$ cat src/common/cp0_cfg_consts.vh
// Constants for the translation config and counter register bank.
// Assumes inclusion by the register bank modules, their checker and their bench.
`ifndef CP0_CFG_CONSTS_VH
`define CP0_CFG_CONSTS_VH
// ************************************************************
// Register numbers (register, select) packed as {reg[4:0],sel[2:0]}
// ************************************************************
`define REGSEL_THREAD_LOCAL 8'h22
`define REGSEL_PAGE_MASK    8'h28
`define REGSEL_WIRED        8'h30
`define REGSEL_SHADOW_CONF  8'h31
`define REGSEL_HW_MASK      8'h38
`define REGSEL_FAULT_VADDR  8'h40
`define REGSEL_COUNT        8'h48
// ************************************************************
// Field layouts and values
// ************************************************************
`define PAGE_MASK_LSB       13
`define PAGE_MASK_MSB       28
`define WIRED_MSB           5
`define HW_MASK_MSB         29
`define SHADOW_UNSUPPORTED  10'h3FF
`define SHADOW_UNASSIGNED   10'h3FE
`define HWREG_CPU_NUMBER    5'h00
`define HWREG_SYNC_STEP     5'h01
`define HWREG_CYCLE_COUNT   5'h02
`define HWREG_COUNT_RES     5'h03
`define HWREG_USER_LOCAL    5'h1D
`define CACHE_SYNC_STEP     32'h00000020
`define COUNT_RESOLUTION    32'h00000002
`define HW_MASK_IMPL        30'h2000000F
`define EXC_LOAD_ADDR       5'h04
`define EXC_STORE_ADDR      5'h05
`define EXC_TLB_MOD         5'h01
`define EXC_TLB_LOAD        5'h02
`define EXC_TLB_STORE       5'h03
`endif

$ cat src/rtl/count_divider.v
// Two-cycle enable divider for the interval counter.
// Assumes a single core clock and active-low asynchronous reset.
`timescale 1ns/10ps
module count_divider (
   // Clock and reset
   input  wire       clock_i,
   input  wire       rst_n_i,
   // Control
   input  wire       run_i,
   // Enable out
   output reg        tick_o
);
   // ************************************************************
   // Divider
   // ************************************************************
   reg               phase_q;

   // Phase keeps toggling so pausing does not bias the rate
   always @(posedge clock_i or negedge rst_n_i) begin
      if (!rst_n_i) begin
         phase_q <= 1'b0;
         tick_o  <= 1'b0;
      end else begin
         phase_q <= ~phase_q;
         tick_o  <= run_i & phase_q;
      end
   end
endmodule // count_divider

$ cat src/rtl/hwreg_read_unit.v
// Read-hardware-register decode and value select.
// Assumes the sources are stable in the cycle of the request.
`timescale 1ns/10ps
`include "cp0_cfg_consts.vh"
module hwreg_read_unit (
   // Clock and reset
   input  wire        clock_i,
   input  wire        rst_n_i,
   // Request
   input  wire        req_i,
   input  wire [4:0]  num_i,
   input  wire        cp0_enabled_i,
   input  wire [29:0] access_mask_i,
   // Sources
   input  wire [9:0]  cpu_number_i,
   input  wire [31:0] count_i,
   input  wire [31:0] user_local_i,
   // Answer
   output reg         done_o,
   output reg         fault_o,
   output reg  [31:0] data_o
);
   // ************************************************************
   // Decode
   // ************************************************************
   reg                impl;
   reg                allowed;
   reg  [31:0]        value;

   always @* begin
      impl  = 1'b1;
      value = 32'h00000000;
      case (num_i)
         `HWREG_CPU_NUMBER:  value = {22'h000000, cpu_number_i};
         `HWREG_SYNC_STEP:   value = `CACHE_SYNC_STEP;
         `HWREG_CYCLE_COUNT: value = count_i;
         `HWREG_COUNT_RES:   value = `COUNT_RESOLUTION;
         `HWREG_USER_LOCAL:  value = user_local_i;
         default:            impl  = 1'b0;
      endcase
      // Reserved numbers fault even with coprocessor 0 enabled
      allowed = impl & (cp0_enabled_i |
                (num_i <= 5'h1D && access_mask_i[num_i]));
   end

   always @(posedge clock_i or negedge rst_n_i) begin
      if (!rst_n_i) begin
         done_o  <= 1'b0;
         fault_o <= 1'b0;
         data_o  <= 32'h00000000;
      end else begin
         done_o  <= req_i;
         fault_o <= req_i & ~allowed;
         if (req_i && allowed) begin
            data_o <= value;
         end
      end
   end
endmodule // hwreg_read_unit

$ cat src/rtl/tlb_cfg_hwreg_counter_regs.v
// System-control register bank: page mask, wired boundary, shadow
// set binding, hardware-register mask, faulting address, counter.
// Assumes the core presents move-to/from requests one cycle each.
// ************************************************************
// Overview of operation
// - Page mask holds nine pairwise encodings
// - All-ones write reads back implemented sizes
// - Random writes skip entries below wired
// - Wired boundary cleared by reset
// - Wired write sets random index top
// - Wired in bits 5:0, rest zero
// - Binding write updates highest shadow set
// - Binding fields show unsupported or unassigned
// - Bits 31 and 30 read zero
// - User hardware read needs mask bit
// - Numbers 0,2 give cpu, counter
// - Number 1 gives sync step 32
// - Number 3 gives resolution 2
// - Reserved numbers raise reserved instruction
// - Mask reads back only implemented bits
// - Fault address captures address exceptions only
// - Counter increments every other clock
// - Counter writable; debug bit gates counting
// ************************************************************
`timescale 1ns/10ps
`include "cp0_cfg_consts.vh"
module tlb_cfg_hwreg_counter_regs #(
   parameter TLB_ENTRIES   = 32,
   parameter SHADOW_SETS   = 3,
   parameter PAGE_SIZES    = 9
) (
   // Clock and reset
   input  wire        clock_i,
   input  wire        rst_n_i,
   // Coprocessor move port
   input  wire        mtc0_i,
   input  wire        mfc0_i,
   input  wire [7:0]  regsel_i,
   input  wire [31:0] wdata_i,
   // Core state
   input  wire        count_disable_bit_i,
   input  wire        count_in_debug_bit_i,
   input  wire        debug_mode_i,
   input  wire        cp0_enabled_i,
   input  wire [9:0]  cpu_number_i,
   input  wire [3:0]  current_shadow_set_i,
   input  wire [3:0]  previous_shadow_set_i,
   // Exception capture
   input  wire        exc_i,
   input  wire [4:0]  exc_code_i,
   input  wire [31:0] exc_vaddr_i,
   // Translation writes
   input  wire        tlb_write_random_instr_i,
   input  wire        tlb_write_indexed_instr_i,
   input  wire [5:0]  index_i,
   // Hardware register read
   input  wire        hwr_req_i,
   input  wire [4:0]  hwr_num_i,
   // Register read answer
   output reg         rdata_valid_o,
   output reg  [31:0] rdata_o,
   // Translation write target and highest shadow set
   output reg         tlb_we_o,
   output reg  [5:0]  tlb_widx_o,
   output reg  [5:0]  random_index_o,
   output reg  [3:0]  highest_shadow_set_o,
   // Hardware register answer
   output wire        hwr_done_o,
   output wire        hwr_fault_o,
   output wire [31:0] hwr_data_o
);
   // ************************************************************
   // Constants
   // ************************************************************
   localparam integer TOP_WIDE  = TLB_ENTRIES - 1;
   localparam integer SETS_WIDE = SHADOW_SETS;
   localparam [5:0] TOP_INDEX = TOP_WIDE[5:0];
   localparam [2:0] SETS      = SETS_WIDE[2:0];
   // Implemented page sizes as a pair mask over bits 28:13
   localparam [15:0] PAGE_IMPL = (PAGE_SIZES >= 9) ? 16'hFFFF :
                                 ((16'h0001 << (2*(PAGE_SIZES-1))) -
                                  16'h0001);

   // ************************************************************
   // State
   // ************************************************************
   reg  [15:0]        page_mask_q;
   reg  [5:0]         wired_q;
   reg  [5:0]         random_q;
   reg  [29:0]        shadow_conf_q;
   reg  [29:0]        hw_mask_q;
   reg  [31:0]        fault_vaddr_q;
   reg  [31:0]        count_q;
   reg  [31:0]        thread_local_q;
   reg                rst_sync_done_q;
   wire               tick;
   wire               count_run;

   // ************************************************************
   // Helpers
   // ************************************************************
   function wr_hit;
      input [7:0] sel;
      begin
         wr_hit = mtc0_i && (regsel_i == sel);
      end
   endfunction

   // Keep only whole implemented pairs, each pair bit set together
   function [15:0] legal_mask;
      input [15:0] m;
      integer k;
      begin
         legal_mask = 16'h0000;
         for (k = 0; k < 8; k = k + 1) begin
            if (m[2*k] & m[2*k+1]) begin
               legal_mask[2*k]   = 1'b1;
               legal_mask[2*k+1] = 1'b1;
            end
         end
         legal_mask = legal_mask & PAGE_IMPL;
      end
   endfunction

   // A binding field is unsupported above the built sets
   function [9:0] bind_field;
      input [9:0] v;
      input [2:0] n;
      begin
         if (n > SETS) begin
            bind_field = `SHADOW_UNSUPPORTED;
         end else begin
            bind_field = (v == `SHADOW_UNSUPPORTED) ?
                         `SHADOW_UNASSIGNED : v;
         end
      end
   endfunction

   // Highest set whose field is a real binding
   function [3:0] highest_valid;
      input [29:0] c;
      begin
         if (c[29:20] < `SHADOW_UNASSIGNED) begin
            highest_valid = 4'h3;
         end else if (c[19:10] < `SHADOW_UNASSIGNED) begin
            highest_valid = 4'h2;
         end else if (c[9:0] < `SHADOW_UNASSIGNED) begin
            highest_valid = 4'h1;
         end else begin
            highest_valid = 4'h0;
         end
      end
   endfunction

   // ************************************************************
   // Page mask, wired boundary and random index
   // ************************************************************
   always @(posedge clock_i or negedge rst_n_i) begin
      if (!rst_n_i) begin
         page_mask_q    <= 16'h0000;
         wired_q        <= 6'h00;
         random_q       <= 6'h00;
         random_index_o <= 6'h00;
         tlb_we_o       <= 1'b0;
         tlb_widx_o     <= 6'h00;
      end else begin
         if (wr_hit(`REGSEL_PAGE_MASK)) begin
            page_mask_q <= legal_mask(wdata_i[28:13]);
         end
         // Random index walks down and wraps at the wired boundary
         if (wr_hit(`REGSEL_WIRED)) begin
            wired_q  <= wdata_i[5:0];
            random_q <= TOP_INDEX;
         end else if (random_q <= wired_q) begin
            random_q <= TOP_INDEX;
         end else begin
            random_q <= random_q - 6'h01;
         end
         random_index_o <= random_q;
         tlb_we_o <= tlb_write_random_instr_i | tlb_write_indexed_instr_i;
         if (tlb_write_indexed_instr_i) begin
            tlb_widx_o <= index_i;
         end else if (tlb_write_random_instr_i) begin
            tlb_widx_o <= (random_q < wired_q) ? TOP_INDEX : random_q;
         end
      end
   end

   // ************************************************************
   // Shadow set binding
   // ************************************************************
   always @(posedge clock_i or negedge rst_n_i) begin
      if (!rst_n_i) begin
         shadow_conf_q        <= {`SHADOW_UNSUPPORTED, `SHADOW_UNSUPPORTED,
                                  `SHADOW_UNSUPPORTED};
         highest_shadow_set_o <= 4'h0;
      end else if (wr_hit(`REGSEL_SHADOW_CONF)) begin
         shadow_conf_q <= {bind_field(wdata_i[29:20], 3'h3),
                           bind_field(wdata_i[19:10], 3'h2),
                           bind_field(wdata_i[9:0], 3'h1)};
         // Software must keep this at or above current set
         highest_shadow_set_o <= highest_valid({
            bind_field(wdata_i[29:20], 3'h3),
            bind_field(wdata_i[19:10], 3'h2),
            bind_field(wdata_i[9:0], 3'h1)});
      end else if (!rst_sync_done_q) begin
         shadow_conf_q <= {bind_field(10'h3FE, 3'h3),
                           bind_field(10'h3FE, 3'h2),
                           bind_field(10'h3FE, 3'h1)};
      end
   end

   // Seed the built sets as unassigned once after release
   always @(posedge clock_i or negedge rst_n_i) begin
      if (!rst_n_i) begin
         rst_sync_done_q <= 1'b0;
      end else begin
         rst_sync_done_q <= 1'b1;
      end
   end

   // ************************************************************
   // Access mask, thread local word, faulting address
   // ************************************************************
   always @(posedge clock_i or negedge rst_n_i) begin
      if (!rst_n_i) begin
         hw_mask_q      <= 30'h00000000;
         thread_local_q <= 32'h00000000;
         fault_vaddr_q  <= 32'h00000000;
      end else begin
         if (wr_hit(`REGSEL_HW_MASK)) begin
            hw_mask_q <= wdata_i[29:0] & `HW_MASK_IMPL;
         end
         if (wr_hit(`REGSEL_THREAD_LOCAL)) begin
            thread_local_q <= wdata_i;
         end
         // Cache and bus errors carry other codes and are ignored
         if (exc_i && (exc_code_i == `EXC_LOAD_ADDR ||
                       exc_code_i == `EXC_STORE_ADDR ||
                       exc_code_i == `EXC_TLB_MOD ||
                       exc_code_i == `EXC_TLB_LOAD ||
                       exc_code_i == `EXC_TLB_STORE)) begin
            fault_vaddr_q <= exc_vaddr_i;
         end
      end
   end

   // ************************************************************
   // Interval counter
   // ************************************************************
   assign count_run = ~count_disable_bit_i &
                      (~debug_mode_i | count_in_debug_bit_i);

   count_divider u_div (
      .clock_i (clock_i),
      .rst_n_i (rst_n_i),
      .run_i   (count_run),
      .tick_o  (tick)
   );

   // Software write wins over a tick in the same cycle
   always @(posedge clock_i or negedge rst_n_i) begin
      if (!rst_n_i) begin
         count_q <= 32'h00000000;
      end else if (wr_hit(`REGSEL_COUNT)) begin
         count_q <= wdata_i;
      end else if (tick && count_run) begin
         count_q <= count_q + 32'h00000001;
      end
   end

   // ************************************************************
   // Register read
   // ************************************************************
   always @(posedge clock_i or negedge rst_n_i) begin
      if (!rst_n_i) begin
         rdata_valid_o <= 1'b0;
         rdata_o       <= 32'h00000000;
      end else begin
         rdata_valid_o <= mfc0_i;
         if (mfc0_i) begin
            case (regsel_i)
               `REGSEL_PAGE_MASK:
                  rdata_o <= {3'h0, page_mask_q, 13'h0000};
               `REGSEL_WIRED:
                  rdata_o <= {26'h0000000, wired_q};
               `REGSEL_SHADOW_CONF:
                  rdata_o <= {2'h0, shadow_conf_q};
               `REGSEL_HW_MASK:
                  rdata_o <= {2'h0, hw_mask_q};
               `REGSEL_FAULT_VADDR:
                  rdata_o <= fault_vaddr_q;
               `REGSEL_COUNT:
                  rdata_o <= count_q;
               `REGSEL_THREAD_LOCAL:
                  rdata_o <= thread_local_q;
               default:
                  rdata_o <= 32'h00000000;
            endcase
         end
      end
   end

   // ************************************************************
   // Hardware register read unit
   // ************************************************************
   hwreg_read_unit u_hwr (
      .clock_i       (clock_i),
      .rst_n_i       (rst_n_i),
      .req_i         (hwr_req_i),
      .num_i         (hwr_num_i),
      .cp0_enabled_i (cp0_enabled_i),
      .access_mask_i (hw_mask_q),
      .cpu_number_i  (cpu_number_i),
      .count_i       (count_q),
      .user_local_i  (thread_local_q),
      .done_o        (hwr_done_o),
      .fault_o       (hwr_fault_o),
      .data_o        (hwr_data_o)
   );

   // Shadow set inputs are advisory for software only
   wire unused_sets = ^{current_shadow_set_i, previous_shadow_set_i};
endmodule // tlb_cfg_hwreg_counter_regs

$ cat config.mk
export PLATFORM = sky130hd
export DESIGN_NAME = tlb_cfg_hwreg_counter_regs
export DESIGN_NICKNAME = d
export VERILOG_FILES = /design/src/rtl/count_divider.v /design/src/rtl/hwreg_read_unit.v /design/src/rtl/tlb_cfg_hwreg_counter_regs.v
export VERILOG_INCLUDE_DIRS = /design/src /design/src/common
export SDC_FILE = /design/constraint.sdc
export NUM_CORES = 1
export LEC_CHECK = 0
export ABC_AREA = 1
export BUFFER_PORTS_ARGS = -buffer_cell sky130_fd_sc_hd__buf_2
export CAP_MARGIN = 20
export CELL_PAD_IN_SITES_DETAIL_PLACEMENT = 2
export CELL_PAD_IN_SITES_GLOBAL_PLACEMENT = 2
export CORE_AREA = 2 2 194 196
export CTS_BUF_LIST = sky130_fd_sc_hd__clkbuf_4 sky130_fd_sc_hd__clkbuf_8
export CTS_CLUSTER_SIZE = 30
export DETAILED_ROUTE_END_ITERATION = 16
export DIE_AREA = 0 0 196 198
export PLACE_DENSITY = 0.84
export SLEW_MARGIN = 20
export SYNTH_ARGS = -nofsm -noshare
export SYNTH_HDL_FRONTEND = slang
export SYNTH_SLANG_ARGS = --single-unit
$ cat constraint.sdc
create_clock -name clock_i -period 1.7 [get_ports clock_i]
set_input_delay 0.085 -clock clock_i [delete_from_list [all_inputs] [get_ports clock_i]]
set_output_delay 0.085 -clock clock_i [all_outputs]
set_load 0.02 [all_outputs]
==> results of run 1 <==
==> registers in the layout (all words and copies together) (netlist names), 8 cells and up <==
name / count
u_hwr.data_o: 32
thread_local_q: 32
shadow_conf_q: 30
fault_vaddr_q: 32
count_q: 32
page_mask_q: 8
rdata_o: 32
==> how the worst max path moves through the flow <==
stage                                  startpoint                        end  slack, ns
after detailed placement   wired_q[5]$_DFFE_PN0P_      random_q[2]$_DFF_PN0_      -0.05
after global routing      count_q[15]$_DFFE_PN0P_    count_q[31]$_DFFE_PN0P_      -0.11
after floorplan             random_q[5]$_DFF_PN0_      random_q[2]$_DFF_PN0_       0.14
final                      wired_q[3]$_DFFE_PN0P_  tlb_widx_o[2]$_DFFE_PN0P_      -0.05
after CTS                  count_q[1]$_DFFE_PN0P_    count_q[14]$_DFFE_PN0P_      -0.01
after global placement     count_q[1]$_DFFE_PN0P_    count_q[24]$_DFFE_PN0P_       0.08
==> metrics by stage <==
| step | utilization | setup WS [ns] | instance area, um^2 | TNS [ns] |
|---|---|---|---|---|
| 6_report | 0.4424 | -0.05113 | 16350 | -0.1900 |
| 5_1_grt | 0.4424 | -0.1067 | 16350 | -0.7925 |
| 4_1_cts | 0.4361 | -0.01312 | 16120 | -0.03983 |
| 3_5_place_dp | 0.3849 | -0.05476 | 14220 | -0.3285 |
| 3_3_place_gp | 0.3849 | 0.07976 | 14220 | 0 |
| 2_1_floorplan | - | 0.1361 | 12370 | 0 |
==> synthesized netlist by cell type, types with 2 or more instances <==
cell | number | share of area
a21boi_0 | 3 | 0.0018
a21oi_1 | 24 | 0.0097
a22oi_1 | 7 | 0.0043
and2_0 | 2 | 0.0010
buf_1 | 2 | 0.00061
buf_2 | 45 | 0.018
buf_4 | 13 | 0.0079
buf_6 | 5 | 0.0046
clkbuf_1 | 15 | 0.0046
clkbuf_2 | 3 | 0.0012
conb_1 | 2 | 0.00061
dfrtp_1 | 206 | 0.42
dfstp_2 | 30 | 0.064
ha_1 | 8 | 0.0081
inv_1 | 129 | 0.039
inv_2 | 9 | 0.0027
nand2_1 | 597 | 0.18
nand2_2 | 12 | 0.0061
nand2_4 | 2 | 0.0018
nand3_1 | 172 | 0.070
nand3_4 | 2 | 0.0028
nand3b_1 | 6 | 0.0036
nand4_1 | 46 | 0.023
nor2_1 | 94 | 0.029
nor2_2 | 10 | 0.0051
nor2_4 | 5 | 0.0046
nor2_8 | 2 | 0.0032
nor3_1 | 8 | 0.0032
o211ai_1 | 3 | 0.0018
o21a_1 | 7 | 0.0043
o21ai_0 | 125 | 0.051
o21ai_1 | 16 | 0.0065
o21bai_1 | 2 | 0.0012
or2_2 | 2 | 0.0010
xnor2_1 | 3 | 0.0021
xor2_1 | 14 | 0.0099
==> layout make-up <==
| class | instances | area (um^2) | share of cell area |
|---|---|---|---|
| Tap cell | 474 | 593.1 | 0.03627 |
| Clock buffer | 70 | 875.8 | 0.05357 |
| Timing Repair Buffer | 372 | 2666 | 0.1631 |
| Clock inverter | 7 | 42.54 | 0.002602 |
| Inverter | 140 | 528.0 | 0.03229 |
| Sequential cell | 236 | 5966 | 0.3649 |
| Multi-Input combinational cell | 1182 | 5677 | 0.3472 |
| Antenna cell | 1 | 2.502 | 0.0001530 |
==> metal layers <==
| layer | up-vias | part of all wire |
|---|---|---|
| li1 | 5929 | - |
| met4 | 0 | 0.068 |
| met1 | 7118 | 0.38 |
| met2 | 903 | 0.47 |
| met5 | - | 0 |
| met3 | 328 | 0.079 |
==> cells by family (layout without fill, tap and decap cells) <==
family | after synthesis | count (layout)
AOI/OAI and AO/OA | 190 | 190
DFF | 236 | 236
other | 2 | 4
adders and majority gates | 8 | 8
xor gates and xnor gates | 17 | 17
and+or+nand+nor | 962 | 964
buffers and inverters | 223 | 589
==> timing repair <==
action / CTS / global route
endpoints found under the setup margin: 20 / 64
gates cloned: 1 / 1
resized for setup: 11 / 63
hold buffers: 90 / 0
setup buffers: 2 / 5
hold endpoints to repair: 393 / 0
pin swaps: 1 / 4
==> power breakdown <==
part	switching, mW	total, mW	internal [mW]
Sequential	0.495	6.53	6.03
Combinational	1.42	2.22	0.799
Clock	3.07	6.34	3.27
==> critical path, stage by stage (launching register included) <==
cell and delay (ns):
dfrtp_1 0.43, inv_2 0.09, ha_4 0.28, nand2_1 0.09
nor2_4 0.14, o21ai_2 0.08, nand3_4 0.10, buf_6 0.15
nand3_1 0.09, nand2_1 0.09, nand2_1 0.08
==> out/metrics.csv, run 1 <==
stage;metric;value;unit
critical_path;crit_arrival;2.23;ns
route;vias_per_cell;5.753;
place;dp_hpwl;39790;um
global_route;antenna_found_initial;0;
route;drc;0;
power;p_leak;8.316;nW
global_route;grt.total_usage;0.3439;
sta;post-route-period-util;1.030;
global_route;grt_pass1_vias;15660;
finish;drive_above_1_share;0.2476;
clock_tree;cts_buffers;43;
sta;fmax;571.1;MHz
finish;area_growth;32.25;%
route;drtPass1Iterations;5;
critical_path;cp-start-kind;register;
synthesis;yosys.area_share.simple;0.3365;
critical_path;rr_startpoint;wired_q[3]$_DFFE_PN0P_;
critical_path;worstRegToRegCells;10;
job;maxCapViolCount;0;
global_route;grt_busiest_layer;met2;
critical_path;path_max_fanout;8;
floorplanning;die_h;198;um
clock_tree;clk_pin_slew;0.08;ns
finish;nNetsFinal;2101;
sta;min_period;1.751;ns
place;placedCellCount;2305;
route;wl_per_cell;28.49;um
route;wirelength;70710;um
synthesis;synth_top_family_by_area;simple AND/OR/NAND/NOR gates;
status;violations;negative setup slack;
critical_path;r2r-end;tlb_widx_o[2]$_DFFE_PN0P_;
critical_path;r2r_slack;-0.05;ns
status;status;finished with violations;
sta;slew_viol_final;0;
sta;worst_slack;-0.05113;ns
floorplanning;pin_count;202;
critical_path;crit_path_end_kind;register;
synthesis;syn-cell-area;12360;um^2
global_route;grt-ovfl-total;0;
finish;layoutNonFillerInstCount;2482;
hold_path;hp-class;in2async;
synthesis;seq_area_frac_synth;0.4807;
global_route;grt_max_degree;65;
synthesis;ys_dominant_reg_cell;dfrtp_1;
power;p_total;15.08;mW
critical_path;crit_type;reg2reg;
sta;tightest_slew;0.6429;ns
clock_tree;clock_path_buffers;3;
sta;whs;0.01951;ns
floorplanning;dieArea;38810;um^2
sta;setup_violations;9;
synthesis;synthDistinctLibCells;43;
critical_path;worst_ep_required_time;2.18;ns
place;io_buffer_count;191;
global_route;grtUsageMet3;0.07001;
sta;finalClockSkew;0.03665;ns
clock_tree;htree_num_levels;2;
synthesis;synth_seq_cells;236;
clock_tree;clk_latency;0.62;ns
global_route;gr-usage-met1;0.4075;
place;gp_congestion;0.8891;
power;p_per_area;922.4;nW/um^2
clock_tree;cts_root_buffer;clkbuf_8;
sta;hold_viol_final;0;
synthesis;synth_fa_ha_area_frac;0.008096;
finish;num-fill-cells;4191;
synthesis;synth_compound_gate_area_share;0.08228;
synthesis;synth.avg_cell_area;7.548;um^2
clock_tree;tritoncts;done;
finish;final_cell_mix;nand2_1, buf_2, dfrtp_1;
synthesis;async_flop_share;1.000;
synthesis;synth_edf_count;0;
clock_tree;cts_num_sinks;236;
synthesis;synth-xor-area-share;0.01204;
route;ant_nets;0;
route;vias;14280;
floorplanning;die_x;196;um
route;drtIter0Drc;1368;
synthesis;synthCells;1638;
finish;final_common_cell;nand2_1;
sta;slew_headroom;0.5678;
floorplanning;rows;71;
global_route;use_met2;0.5832;
floorplanning;coreArea;36960;um^2
power;ir_drop;501.7;uV
synthesis;synth.yosys.warnings;0;
synthesis;synth_mux_area_frac;0;
floorplanning;start_util;0.3345;
global_route;grt_pass1_wl;99820;um
(Power assumes the default switching activity.)
==> run 2, diff against run 1 <==
--- a/config.mk
+++ b/config.mk
@@ -9,14 +9,12 @@
 export ABC_AREA = 1
 export BUFFER_PORTS_ARGS = -buffer_cell sky130_fd_sc_hd__buf_2
 export CAP_MARGIN = 20
-export CELL_PAD_IN_SITES_DETAIL_PLACEMENT = 2
-export CELL_PAD_IN_SITES_GLOBAL_PLACEMENT = 2
-export CORE_AREA = 2 2 194 196
+export CORE_AREA = 2 2 166 168
 export CTS_BUF_LIST = sky130_fd_sc_hd__clkbuf_4 sky130_fd_sc_hd__clkbuf_8
 export CTS_CLUSTER_SIZE = 30
 export DETAILED_ROUTE_END_ITERATION = 16
-export DIE_AREA = 0 0 196 198
-export PLACE_DENSITY = 0.84
+export DIE_AREA = 0 0 168 170
+export PLACE_DENSITY = 0.68
 export SLEW_MARGIN = 20
 export SYNTH_ARGS = -nofsm -noshare
 export SYNTH_HDL_FRONTEND = slang
==> run 2 against run 1 <==
  * The flow now finishes without violations
  * Die area shrank 26%
  * Clock skew shrank 0.015 ns
  * Register-to-register slack better by 0.17 ns
  * Setup slack improved by 0.17 ns
  * Flip-flop and latch count unchanged
  * Critical endpoint is now count_q[14]$_DFFE_PN0P_
  * Largest cell class unchanged
==> out/metrics.csv, run 2 (same netlist as run 1, synthesis figures left out) <==
stage;metric;value;unit;change
status;status;completed;;
route;wl_per_cell;17.08;um;-40%
global_route;antenna_found_initial;0;;unchanged
clock_tree;clk_pin_slew;0.06;ns;-0.02 ns
hold_path;hp-class;in2reg;;
critical_path;crit_type;reg2reg;;
finish;layoutNonFillerInstCount;2326;;-6.3%
floorplanning;rows;60;;-15%
route;wirelength;39730;um;-44%
sta;worst_slack;0.1162;ns;+0.1673 ns
sta;min_period;1.584;ns;-0.1673 ns
clock_tree;clock_path_buffers;3;;unchanged
finish;final_area;15860;um^2;-3.0%
critical_path;path_max_fanout;4;;-4
sta;slew_headroom;0.3551;;-0.2126
critical_path;worst_ep_required_time;2.16;ns;-0.02 ns
sta;rsz0062_at_grt;yes;;
global_route;grtUsageMet3;0.04279;;-0.02721
job;maxCapViolCount;0;;unchanged
sta;fmax;631.4;MHz;+11%
global_route;grt_pass1_vias;11260;;-28%
sta;setup_violations;0;;-9
global_route;grt_busiest_layer;met1;;
global_route;grt_max_degree;68;;+4.6%
place;dp_hpwl;29020;um;-27%
critical_path;crit_path_end_kind;register;;
route;vias;12180;;-15%
global_route;grt_pass1_wl;61630;um;-38%
finish;num_antenna_cells;0;;-1
route;vias_per_cell;5.236;;-9.0%
route;drtIter0Drc;1290;;-5.7%
clock_tree;cts_buffers;41;;-4.7%
sta;finalClockSkew;0.02126;ns;-0.01540 ns
route;ant_nets;0;;unchanged
clock_tree;cts_num_sinks;236;;unchanged
global_route;use_met2;0.3953;;-0.1880
clock_tree;htree_num_levels;2;;unchanged
finish;final_common_cell;nand2_1;;
place;placedCellCount;2160;;-6.3%
sta;hold_viol_final;0;;unchanged
route;drc;0;;unchanged
power;ir_drop;468.9;uV;-6.5%
power;p_per_area;868.6;nW/um^2;-5.8%
sta;tightest_slew;0.9673;ns;+0.3245 ns
floorplanning;start_util;0.4639;;+0.1294
global_route;grt.total_usage;0.2748;;-0.06910
sta;post-route-period-util;0.9317;;-0.09841
clock_tree;clk_latency;0.55;ns;-0.07 ns
place;gp_congestion;0.9301;;+4.6%
place;place_ws;-0.01072;ns;+0.04404 ns
critical_path;cp-start-kind;register;;
finish;num-fill-cells;2446;;-42%
floorplanning;die_x;168;um;-14%
finish;area_growth;28.27;%;
finish;final_cell_mix;nand2_1, dfrtp_1, buf_2;;
floorplanning;coreArea;26650;um^2;-28%
clock_tree;tritoncts;done;;
finish;nNetsFinal;2082;;-0.90%
finish;drive_above_1_share;0.2151;;-0.03252
floorplanning;die_h;170;um;-14%
floorplanning;pin_count;202;;unchanged
critical_path;crit_arrival;2.05;ns;-0.18 ns
place;io_buffer_count;191;;unchanged
floorplanning;dieArea;28560;um^2;-26%
global_route;grt-ovfl-total;0;;unchanged
route;drtPass1Iterations;5;;unchanged
power;p_leak;8.255;nW;-0.73%
global_route;gr-usage-met1;0.4205;;+0.01303
clock_tree;cts_root_buffer;clkbuf_8;;
place;postPlaceCellArea;14000;um^2;-1.5%
sta;whs;0.02907;ns;+0.009560 ns
sta;slew_viol_final;0;;unchanged
[run 2: cell count changes in the layout (fill, tap and decap cells not counted), moves of 4 or more]
cell	delta
inv_2	-5
nand2_2	-4
clkbuf_8	-5
buf_4	-16
dfrtp_1	+15
nor2_1	+14
nor2_2	-8
ha_4	-4
ha_1	+4
inv_1	+5
nand2_1	+5
dfrtp_2	-15
nor2_4	-6
[run 2: what timing repair did]
| action | 4_1_cts | 5_1_grt |
|---|---|---|
| setup buffers | 1 | 4 |
| endpoints found under the setup margin | 1 | 43 |
| hold buffers | 88 | 0 |
| hold endpoints to repair | 381 | 0 |
| pin swaps | 1 | 3 |
| gates resized for setup | 1 | 12 |
| gates cloned | 0 | 1 |
[run 2: per-stage QoR]
stage	total power, mW	TNS [ns]	utilization
floorplan	7.175	0	-
global placement	7.990	0	0.5254
detailed placement	8.036	-0.01072	0.5254
CTS	13.85	0	0.5923
global route	14.35	-0.008198	0.5950
finish	13.77	0	0.5950
[run 2: power by group]
part / internal, mW / total, mW / switching [mW]
clock network: 3.29 / 5.63 / 2.34
registers: 6.02 / 6.40 / 0.373
logic: 0.742 / 1.75 / 1.01
total: 10.1 / 13.8 / 3.72
[run 2: path summary, 6_finish.rpt]
path | from | endpoint | slack [ns] | depth (start not counted)
worst max-delay path | count_q[1]$_DFFE_PN0P_ | count_q[14]$_DFFE_PN0P_ | 0.12 | 8
worst min-delay path | cpu_number_i[1] | u_hwr.data_o[1]$_DFFE_PN0P_ | 0.03 | 7
worst max register to register | count_q[1]$_DFFE_PN0P_ | count_q[14]$_DFFE_PN0P_ | 0.12 | 8
worst min register to register | u_div.phase_q$_DFF_PN0_ | u_div.phase_q$_DFF_PN0_ | 0.40 | 1
max in group asynchronous | rst_n_i | shadow_conf_q[21]$_DFFE_PN1P_ | 0.89 | 3
min in group asynchronous | rst_n_i | fault_vaddr_q[22]$_DFFE_PN0P_ | 0.12 | 2
[run 2: area by class of cell]
cell class	count	area [um^2]	area share
well taps	341	426.7	0.02691
clock inverters	8	95.09	0.005997
repair buffers	356	2577	0.1625
clock buffers	64	799.5	0.05042
flip-flops and latches	236	5947	0.3750
multi-input cells	1181	5484	0.3458
inverters	140	528.0	0.03330
[run 2: routing by layer]
metal	vias to the layer above	share of wire
li1	5898	-
met1	5642	0.47
met5	-	0
met2	558	0.42
met3	82	0.084
met4	0	0.031
[run 2: critical path, stage by stage, from the launching register on]
cell and delay, ns:
dfrtp_1 0.41, ha_1 0.21, inv_1 0.10, nor2_4 0.16, nand2_2 0.12, nor2_2 0.18
xor2_1 0.17, nand2_1 0.08, nand3_1 0.09
